## config.mk

```make
export PLATFORM = sky130hd
export DESIGN_NAME = page_mode_dram_controller
export DESIGN_NICKNAME = d
export VERILOG_FILES = /design/src/dram_ctrl_pkg.sv /design/src/page_mode_dram_controller.sv
export SDC_FILE = /design/constraint.sdc
export NUM_CORES = 1
export LEC_CHECK = 0
export BUFFER_PORTS_ARGS = -buffer_cell sky130_fd_sc_hd__buf_2
export CORE_AREA = 4 4 88 90
export CTS_BUF_LIST = sky130_fd_sc_hd__clkbuf_4
export CTS_CLUSTER_SIZE = 25
export DETAILED_ROUTE_END_ITERATION = 8
export DIE_AREA = 0 0 92 94
export GPL_TIMING_DRIVEN = 0
export MAX_ROUTING_LAYER = met4
export PLACE_DENSITY = 0.75
export SYNTH_ARGS = -nofsm -noshare
export SYNTH_HDL_FRONTEND = slang
export SYNTH_SLANG_ARGS = --single-unit
```

## constraint.sdc

```tcl
create_clock -name REF_CLK -period 2.04 [get_ports REF_CLK]
set_clock_uncertainty 0.2 [all_clocks]
set_input_delay 0.102 -clock REF_CLK [delete_from_list [all_inputs] [get_ports REF_CLK]]
set_output_delay 0.102 -clock REF_CLK [all_outputs]
set_load 0.005 [all_outputs]
```

## src/dram_ctrl_pkg.sv

```systemverilog
// shared constants and state encoding for the page-mode dram controller
package dram_ctrl_pkg;
    // bus and dram geometry
    localparam int ADDR_W = 22;
    localparam int MUX_W = 10;
    localparam int ROW_LO = 11;
    localparam int ROW_HI = 20;
    localparam int PAGE_LO = 11;
    localparam int PAGE_HI = 21;
    localparam int COL_LO = 1;
    localparam int COL_HI = 10;
    localparam int BANK_BIT = 21;
    // refresh timing
    localparam int CLK_PERIOD_NS = 40;
    localparam int REFRESH_INTERVAL_NS = 15600;
    localparam int REFRESH_CYCLES = REFRESH_INTERVAL_NS / CLK_PERIOD_NS;
    localparam int REF_CNT_W = 9;
    localparam logic [8:0] REFRESH_TC = 9'h186;
    localparam logic [8:0] REF_CNT_RST = 9'h000;
    // four state bits, gray along the usual path, three codes unused
    typedef enum logic [3:0] {
        IDLE_ST = 4'h0,
        ACCESS_ST1 = 4'h1,
        ACCESS_ST2 = 4'h3,
        ACCESS_ST3 = 4'h2,
        ACCESS_ST4 = 4'h6,
        PAGE_ST1 = 4'h7,
        PAGE_ST2 = 4'h5,
        PAGE_ST3 = 4'h4,
        ROW_PRECHARGE_ST = 4'hC,
        REFRESH_ST1 = 4'hD,
        REFRESH_ST2 = 4'hF,
        REFRESH_ST3 = 4'hE,
        REFRESH_ST4 = 4'hA
    } state_bits_e;
endpackage

```

## src/page_mode_dram_controller.sv

```systemverilog
// page-mode dram controller: mux, page detector, sequencer, refresh
`timescale 1ns/1ns
// Operation
// - row part of address driven on mux lines, valid when row strobe falls.
// - column part driven on mux lines, valid when column strobes fall.
// - mux turns to column only via select delayed from row strobe.
// - stored row address captured from bits 21..11 on address strobe rise.
// - page match high when current row bits equal stored row bits.
// - thirteen states in four state bits, three codes unused.
// - idle goes to first access state when dram area selected.
// - idle goes straight to first refresh state on refresh request.
// - first access state asserts one row strobe picked by bank bit.
// - first access state asserts the 16-bit size acknowledge.
// - second access state asserts one column strobe for byte, two else.
// - odd byte uses lower column strobe, even byte the upper one.
// - fourth access state drops column strobes and ack, keeps row strobe.
// - page match with area select in fourth access state enters page.
// - page accesses toggle only column strobes, row strobe held low.
// - page miss goes to precharge, then idle, then a new access.
// - last state of each cycle samples refresh request, jumps to refresh.
// - pending processor access waits while a refresh runs.
// - refresh asserts column strobes first, then both row strobes.
// - precharge state follows every refresh.
// - access column strobes only with ack (refresh ones without); one clock after it initially.
// - page-mode ack follows area select combinationally.
// - ack valid 5 ns before second bus state falling edge.
// - synchronous refresh counter reaches terminal count at 186 hex and holds it until acked.
// - terminal count recurs every 15.6 us at 40 ns clock.
// - terminal count sets request; first refresh state acknowledges.
// - refresh acknowledge clears the refresh counter.
// - refresh acknowledge clears the pending request.
module page_mode_dram_controller (
    input wire logic REF_CLK, // 25 mhz processor clock
    input wire logic RSTN, // async reset
    input wire logic [21:0] ADDR, // processor address
    input wire logic ADDR_STROBE_N, // processor address strobe
    input wire logic DRAM_AREA_SEL, // decoded dram area select
    input wire logic XFER_SIZE_HI, // transfer size bit 1
    input wire logic XFER_SIZE_LO, // transfer size bit 0
    input wire logic READ_NWRITE, // high read, low write
    output logic [9:0] DRAM_MUX_ADDR, // row/column address to dram
    output logic ROW_STROBE_BANK_A_N, // row strobe bank a
    output logic ROW_STROBE_BANK_B_N, // row strobe bank b
    output logic COL_STROBE_UPPER_N, // upper byte column strobe
    output logic COL_STROBE_LOWER_N, // lower byte column strobe
    output logic DRAM_WRITE_N, // dram write enable
    output logic SIZE_ACK_0_N, // size ack bit 0
    output logic SIZE_ACK_1_N, // size ack bit 1
    output logic PAGE_MATCH, // registered page match
    output logic REFRESH_REQ, // refresh request pending
    output logic REFRESH_ACK // refresh acknowledge pulse
);

    ////////////////////////////////////////////////////////////////////////
    // input synchronisers
    logic [21:0] addr_m_r, addr_s_r;
    logic [4:0] ctl_m_r, ctl_s_r;
    logic as_n_s, sel_s, size_hi_s, size_lo_s, rd_s, as_n_d_r;

    // two flops on every address and control pin
    always_ff @(posedge REF_CLK or negedge RSTN) begin
        if (!RSTN) begin
            addr_m_r <= 22'h000000;
            addr_s_r <= 22'h000000;
            ctl_m_r <= 5'h11;
            ctl_s_r <= 5'h11;
        end else begin
            addr_m_r <= ADDR;
            addr_s_r <= addr_m_r;
            ctl_m_r <= {ADDR_STROBE_N, DRAM_AREA_SEL, XFER_SIZE_HI,
                        XFER_SIZE_LO, READ_NWRITE};
            ctl_s_r <= ctl_m_r;
        end
    end

    assign as_n_s = ctl_s_r[4];
    assign sel_s = ctl_s_r[3];
    assign size_hi_s = ctl_s_r[2];
    assign size_lo_s = ctl_s_r[1];
    assign rd_s = ctl_s_r[0];

    ////////////////////////////////////////////////////////////////////////
    // page detector
    logic [10:0] stored_row_addr_r;
    logic page_match;

    // address strobe edge history
    always_ff @(posedge REF_CLK or negedge RSTN) begin
        if (!RSTN) begin
            as_n_d_r <= 1'b1;
        end else begin
            as_n_d_r <= as_n_s;
        end
    end

    // capture row bits on strobe rise
    always_ff @(posedge REF_CLK or negedge RSTN) begin
        if (!RSTN) begin
            stored_row_addr_r <= 11'h000;
        end else if (as_n_s && !as_n_d_r) begin
            stored_row_addr_r <= addr_s_r[dram_ctrl_pkg::PAGE_HI:
                dram_ctrl_pkg::PAGE_LO];
        end
    end

    // compare as soon as the address shows
    assign page_match = (addr_s_r[dram_ctrl_pkg::PAGE_HI:
        dram_ctrl_pkg::PAGE_LO] == stored_row_addr_r);

    always_ff @(posedge REF_CLK or negedge RSTN) begin
        if (!RSTN) begin
            PAGE_MATCH <= 1'b0;
        end else begin
            PAGE_MATCH <= page_match;
        end
    end

    ////////////////////////////////////////////////////////////////////////
    // refresh counter and request
    logic [8:0] ref_cnt_r;
    logic ref_tc;

    assign ref_tc = (ref_cnt_r == dram_ctrl_pkg::REFRESH_TC);

    // counts up, cleared by the acknowledge
    always_ff @(posedge REF_CLK or negedge RSTN) begin
        if (!RSTN) begin
            ref_cnt_r <= dram_ctrl_pkg::REF_CNT_RST;
        end else if (REFRESH_ACK) begin
            ref_cnt_r <= dram_ctrl_pkg::REF_CNT_RST;
        end else if (!ref_tc) begin
            ref_cnt_r <= ref_cnt_r + 9'h001;
        end
    end

    // terminal count sets, ack clears; count stalls at tc until acked
    always_ff @(posedge REF_CLK or negedge RSTN) begin
        if (!RSTN) begin
            REFRESH_REQ <= 1'b0;
        end else if (ref_tc && !REFRESH_ACK) begin
            REFRESH_REQ <= 1'b1;
        end else if (REFRESH_ACK) begin
            REFRESH_REQ <= 1'b0;
        end
    end

    ////////////////////////////////////////////////////////////////////////
    // timing state machine
    dram_ctrl_pkg::state_bits_e state_r, state_nxt;
    logic sel_gap_r, new_req, bank_r, bank_nxt, hit, cycle_end;

    // a new processor cycle needs a gap in area select first
    assign new_req = sel_s && sel_gap_r;
    assign hit = new_req && page_match;
    assign bank_nxt = (state_r == dram_ctrl_pkg::IDLE_ST) ?
        addr_s_r[dram_ctrl_pkg::BANK_BIT] : bank_r;
    assign cycle_end = (state_r == dram_ctrl_pkg::ACCESS_ST4) ||
                       (state_r == dram_ctrl_pkg::PAGE_ST3);

    // next state
    always_comb begin
        state_nxt = state_r;
        case (state_r)
            dram_ctrl_pkg::IDLE_ST: begin
                if (REFRESH_REQ) begin
                    state_nxt = dram_ctrl_pkg::REFRESH_ST1;
                end else if (new_req) begin
                    state_nxt = dram_ctrl_pkg::ACCESS_ST1;
                end
            end
            dram_ctrl_pkg::ACCESS_ST1: state_nxt = dram_ctrl_pkg::ACCESS_ST2;
            dram_ctrl_pkg::ACCESS_ST2: state_nxt = dram_ctrl_pkg::ACCESS_ST3;
            dram_ctrl_pkg::ACCESS_ST3: state_nxt = dram_ctrl_pkg::ACCESS_ST4;
            dram_ctrl_pkg::ACCESS_ST4, dram_ctrl_pkg::PAGE_ST3: begin
                if (REFRESH_REQ) begin
                    state_nxt = dram_ctrl_pkg::REFRESH_ST1;
                end else if (hit) begin
                    state_nxt = dram_ctrl_pkg::PAGE_ST1;
                end else if (new_req) begin
                    state_nxt = dram_ctrl_pkg::ROW_PRECHARGE_ST;
                end
            end
            dram_ctrl_pkg::PAGE_ST1: state_nxt = dram_ctrl_pkg::PAGE_ST2;
            dram_ctrl_pkg::PAGE_ST2: state_nxt = dram_ctrl_pkg::PAGE_ST3;
            dram_ctrl_pkg::ROW_PRECHARGE_ST: state_nxt = dram_ctrl_pkg::IDLE_ST;
            // refresh ignores area select until done
            dram_ctrl_pkg::REFRESH_ST1:
                state_nxt = dram_ctrl_pkg::REFRESH_ST2;
            dram_ctrl_pkg::REFRESH_ST2: state_nxt = dram_ctrl_pkg::REFRESH_ST3;
            dram_ctrl_pkg::REFRESH_ST3: state_nxt = dram_ctrl_pkg::REFRESH_ST4;
            dram_ctrl_pkg::REFRESH_ST4:
                state_nxt = dram_ctrl_pkg::ROW_PRECHARGE_ST;
            default: state_nxt = dram_ctrl_pkg::IDLE_ST;
        endcase
    end

    // state register
    always_ff @(posedge REF_CLK or negedge RSTN) begin
        if (!RSTN) begin
            state_r <= dram_ctrl_pkg::IDLE_ST;
        end else begin
            state_r <= state_nxt;
        end
    end

    // gap tracker: set while select low, cleared when a cycle starts
    always_ff @(posedge REF_CLK or negedge RSTN) begin
        if (!RSTN) begin
            sel_gap_r <= 1'b1;
        end else if (!sel_s) begin
            sel_gap_r <= 1'b1;
        end else if (state_nxt == dram_ctrl_pkg::ACCESS_ST1 ||
                     state_nxt == dram_ctrl_pkg::PAGE_ST1) begin
            sel_gap_r <= 1'b0;
        end
    end

    // bank of the open row, taken at access start
    always_ff @(posedge REF_CLK or negedge RSTN) begin
        if (!RSTN) begin
            bank_r <= 1'b0;
        end else begin
            bank_r <= bank_nxt;
        end
    end

    ////////////////////////////////////////////////////////////////////////
    // strobes, registered from the next state
    logic row_open, cas_on, ack_reg_on, refr_cas, refr_ras, byte_xfer;

    assign row_open = (state_nxt == dram_ctrl_pkg::ACCESS_ST1) ||
                      (state_nxt == dram_ctrl_pkg::ACCESS_ST2) ||
                      (state_nxt == dram_ctrl_pkg::ACCESS_ST3) ||
                      (state_nxt == dram_ctrl_pkg::ACCESS_ST4) ||
                      (state_nxt == dram_ctrl_pkg::PAGE_ST1) ||
                      (state_nxt == dram_ctrl_pkg::PAGE_ST2) ||
                      (state_nxt == dram_ctrl_pkg::PAGE_ST3);
    assign cas_on = (state_nxt == dram_ctrl_pkg::ACCESS_ST2) ||
                    (state_nxt == dram_ctrl_pkg::ACCESS_ST3) ||
                    (state_nxt == dram_ctrl_pkg::PAGE_ST1) ||
                    (state_nxt == dram_ctrl_pkg::PAGE_ST2);
    assign ack_reg_on = (state_nxt == dram_ctrl_pkg::ACCESS_ST1) ||
                        (state_nxt == dram_ctrl_pkg::ACCESS_ST2) ||
                        (state_nxt == dram_ctrl_pkg::ACCESS_ST3);
    assign refr_cas = (state_nxt == dram_ctrl_pkg::REFRESH_ST2) ||
                      (state_nxt == dram_ctrl_pkg::REFRESH_ST3);
    assign refr_ras = (state_nxt == dram_ctrl_pkg::REFRESH_ST3);
    assign byte_xfer = !size_hi_s && size_lo_s;

    // row strobes: selected bank while open, both in refresh
    always_ff @(posedge REF_CLK or negedge RSTN) begin
        if (!RSTN) begin
            ROW_STROBE_BANK_A_N <= 1'b1;
            ROW_STROBE_BANK_B_N <= 1'b1;
        end else begin
            ROW_STROBE_BANK_A_N <= !((row_open && !bank_nxt) ||
                                     refr_ras);
            ROW_STROBE_BANK_B_N <= !((row_open && bank_nxt) ||
                                     refr_ras);
        end
    end

    // column strobes: byte lanes on access, both on refresh
    always_ff @(posedge REF_CLK or negedge RSTN) begin
        if (!RSTN) begin
            COL_STROBE_UPPER_N <= 1'b1;
            COL_STROBE_LOWER_N <= 1'b1;
        end else begin
            COL_STROBE_UPPER_N <= !((cas_on && !(byte_xfer && addr_s_r[0]))
                                  || refr_cas);
            COL_STROBE_LOWER_N <= !((cas_on && !(byte_xfer && !addr_s_r[0]))
                                  || refr_cas);
        end
    end

    // write enable set up with the row, ahead of column strobes
    always_ff @(posedge REF_CLK or negedge RSTN) begin
        if (!RSTN) begin
            DRAM_WRITE_N <= 1'b1;
        end else begin
            DRAM_WRITE_N <= !(row_open && !rd_s);
        end
    end

    // refresh ack pulse on entry to first refresh state
    always_ff @(posedge REF_CLK or negedge RSTN) begin
        if (!RSTN) begin
            REFRESH_ACK <= 1'b0;
        end else begin
            REFRESH_ACK <= (state_nxt == dram_ctrl_pkg::REFRESH_ST1) &&
                           (state_r != dram_ctrl_pkg::REFRESH_ST1);
        end
    end

    ////////////////////////////////////////////////////////////////////////
    // size acknowledge: registered initially, combinational on page hits
    logic ack_reg_r, ack_page;

    always_ff @(posedge REF_CLK or negedge RSTN) begin
        if (!RSTN) begin
            ack_reg_r <= 1'b0;
        end else begin
            ack_reg_r <= ack_reg_on;
        end
    end

    // page ack follows the select ahead of column strobes
    assign ack_page = (cycle_end && hit && !REFRESH_REQ) ||
                      (sel_s && (state_r == dram_ctrl_pkg::PAGE_ST1 ||
                      state_r == dram_ctrl_pkg::PAGE_ST2));
    assign SIZE_ACK_1_N = !(ack_reg_r || ack_page);
    assign SIZE_ACK_0_N = 1'b1; // 16-bit port answer

    ////////////////////////////////////////////////////////////////////////
    // address multiplexer
    logic ras_any_r, mux_col_select;

    // stage one: row strobe seen, stage two: column select
    always_ff @(posedge REF_CLK or negedge RSTN) begin
        if (!RSTN) begin
            ras_any_r <= 1'b0;
        end else begin
            ras_any_r <= row_open;
        end
    end

    assign mux_col_select = ras_any_r && row_open;

    // row until the select rises, then column
    always_ff @(posedge REF_CLK or negedge RSTN) begin
        if (!RSTN) begin
            DRAM_MUX_ADDR <= 10'h000;
        end else if (mux_col_select) begin
            DRAM_MUX_ADDR <= addr_s_r[dram_ctrl_pkg::COL_HI:
                dram_ctrl_pkg::COL_LO];
        end else begin
            DRAM_MUX_ADDR <= addr_s_r[dram_ctrl_pkg::ROW_HI:
                dram_ctrl_pkg::ROW_LO];
        end
    end
endmodule

```

==> results_dict.tcl <==
set metrics [dict create \
    ys_seq_elements 101 \
    cp.required_ns 2.18 \
    synth.area.top_cells "dfrtp_1, dfstp_2, mux2_2" \
    dp_hpwl_mm 3.69 \
    route.met3.wl_um 291 \
    root_buffer "clkbuf_4" \
    grt_remaining_overflow 0 \
    slew_violations 0 \
    drive_gt1_frac 0.333 \
    clk_path_buf_depth 2 \
    hold_end "addr_m_r[14]$_DFF_PN0_" \
    synth-edff-count 0 \
    drv_cap 0 \
    syn_area_um2 3570 \
    reg2reg_depth 5 \
    yosysSeqAreaShare 0.712 \
    fmax_mhz 429 \
    cts_sinks 101 \
    route.vias.total 2143 \
    min_path_type "primary input to flop" \
    drtAntennaViolNets 0 \
    detail_route.iter0.violations 65 \
    grt_start_max_net_pins 57 \
    grt.total_usage 0.159 \
    ys_types 43 \
    die_x_um 92 \
    critical_path_class "flop to flop" \
    io_buffers 47 \
    top_layer_used "met4" \
    relSlewSlack 0.625 \
    pre_cts_ws_ns -0.352 \
    postLayoutCellArea_um2 4470 \
    firstDrtPassIters 4 \
    reg2reg_slack_ns -0.29 \
    cts-htree-levels 3 \
    start_util 0.506 \
    async_reset_ff_frac 1.00 \
    syn2layout_area_growth_pct 25.2 \
    yosysMostFrequentCell "dfrtp_1" \
    timing.final.crit_share 1.14 \
    hold_viol_final 0 \
    synth_fp_nets 274 \
    netlist_instances 243 \
    finalNonFillerCells 438 \
    yosysTopAreaCellShare 0.631 \
    worst_r2r_endpoint "DRAM_MUX_ADDR[1]$_DFF_PN0_" \
    nets 365 \
    grt_pass1_wl_mm 10.2 \
    yosysWarningCount 0 \
    start_kind "flop" \
    min_period_ns 2.33 \
    viasPerCell 4.89 \
    cts_inserted_buffers 9 \
    hold_start "ADDR[14]" \
    place_congestion 0.875 \
    worstPathArrival_ns 2.47 \
    placed_cell_area_um2 3960 \
    rsz0062_at_grt "true" \
    startpoint "REFRESH_REQ$_DFFE_PN0P_" \
    synthTopCellsByCount "dfrtp_1, mux2_2, xor2_1" \
    vdd_drop_max_mv 0.745 \
    antenna_found_initial 0 \
    design.portCount 49 \
    clk_pin_slew_worst_paths_ns 0.17 \
    power_density_nw_per_um2 1040 \
    wire_per_inst_um 13.5 \
    outcome "finished, violations left" \
    drt-met1-wl_mm 2.54 \
    r2r-start "REFRESH_REQ$_DFFE_PN0P_" \
    dp_cells 390 \
    yosys.area.top_type "dfrtp_1" \
    dieHeight_um 94 \
    finalSetupViolCount 15 \
    wl_met2_mm 3.04 \
    crit_fanout 10 \
    hold_depth 2 \
    layout_setup_ws_ns -0.292 \
    diodes 0 \
    grt_pass1_vias 2152 \
    fillers 554 \
    p_leak_nw 2.03 \
    drc 0 \
    core_um2 7060 \
    insertion_delay_ns 0.45 \
    cts_tree "built" \
    die-area_um2 8650 \
    end_kind "flop" \
    violations "negative setup slack" \
    avgSynthCellArea_um2 14.7 \
    worst_slew_pin_slew_ns 0.563 \
    wirelength_mm 5.93 \
    row_count 31 \
    ys_dominant_reg_cell "dfrtp_1" \
]
[area by class of cell]
class	count	area, µm²	share of cell area
Sequential cell	101	2540	0.568
Multi-Input combinational cell	127	995	0.223
Timing Repair Buffer	80	591	0.132
Tap cell	99	124	0.0277
Clock buffer	10	75.1	0.0168
Clock inverter	6	67.6	0.0151
Buffer	9	55.1	0.0123
Inverter	6	22.5	0.00504
[where the power goes]
| group | internal, mW | total, mW | leakage, nW | switching, mW |
|---|---|---|---|---|
| sequential | 2.32 | 2.43 | 1.18 | 0.114 |
| clock | 0.303 | 1.00 | 0.0779 | 0.699 |
| combinational | 0.589 | 1.21 | 0.772 | 0.624 |
| total | 3.21 | 4.65 | 2.03 | 1.44 |
[cells by family after synthesis]
group / Yosys count / synth area share
adder cells (fa/ha/maj): 2 / 0.00701
AND/OR/NAND/NOR: 57 / 0.0844
XOR/XNOR: 18 / 0.0441
multiplexers: 23 / 0.0718
buffers and inverters: 15 / 0.0217
flip-flops: 101 / 0.712
AO/OA/AOI/OAI: 26 / 0.0582
other: 1 / 0.00105
[critical path, stage by stage (launching register included)]
cell and delay, ns:
dfrtp_1 0.50, nor3b_1 0.18, a21oi_1 0.15, a2bb2oi_1 0.47
o2111ai_4 0.35, mux2_2 0.37
[cell usage in the layout (no fill, tap or decap), drive strengths merged, types with 2 or more instances in the layout]
master       count
xor2            17
nor4             3
dfrtp           90
and3             4
o21ai            3
and2             2
nand3b           2
nor2            15
mux2i            2
nand2b           6
inv             10
nor3             5
nor3b            2
mux2            21
a22oi            2
dlygate4sd3     29
a211oi           2
nand3            4
clkinv           2
a2bb2oi          2
ha               2
clkbuf          12
nand4            4
nor2b            2
buf             58
o211a            2
dfstp           11
nand2            6
a21oi            5
o221ai           3
[state kept, by name (all words and copies together) (netlist names), 4 cells and up]
register	cells
DRAM_MUX_ADDR	10
ctl_s_r	5
ref_cnt_r	9
ctl_m_r	5
state_r	4
addr_s_r	22
stored_row_addr_r	11
addr_m_r	22
[routing by layer]
metal	GRT usage	vias to the layer above
met3	0.0553	8
met5	-	-
met2	0.260	50
met4	0.0421	0
met1	0.189	1073
li1	-	1012
[metrics by stage]
stage	power, mW	utilization	hold WS, ns	TNS [ns]
final	4.65	0.633	0.0714	-3.43
after global routing	4.94	0.633	0.0358	-5.71
after CTS	4.67	0.628	0.0393	-3.61
after detailed placement	3.61	0.561	-0.0617	-3.48
after global placement	3.55	0.557	0.00725	-26.04
after floorplan	3.21	-	-0.394	0
[worst max-delay path by stage]
stage | to | cells past startpoint | slack [ns]
finish | DRAM_MUX_ADDR[1]$_DFF_PN0_ | 5 | -0.29
global route | SIZE_ACK_1_N | 7 | -0.44
CTS | SIZE_ACK_1_N | 7 | -0.35
detailed placement | DRAM_MUX_ADDR[8]$_DFF_PN0_ | 6 | -0.35
global placement | DRAM_MUX_ADDR[3]$_DFF_PN0_ | 6 | -0.34
floorplan | DRAM_MUX_ADDR[0]$_DFF_PN0_ | 6 | 0.05
[what timing repair did]
action / 4_1_cts / 5_1_grt
endpoints found under the setup margin: 17 / 22
hold buffers: 29 / 0
setup buffers: 2 / 1
endpoints found under the hold margin: 126 / 0
resized for setup: 2 / 5
gates cloned: 0 / 0
pin swaps: 3 / 4
No activity file was read; power rests on OpenSTA's default activity.
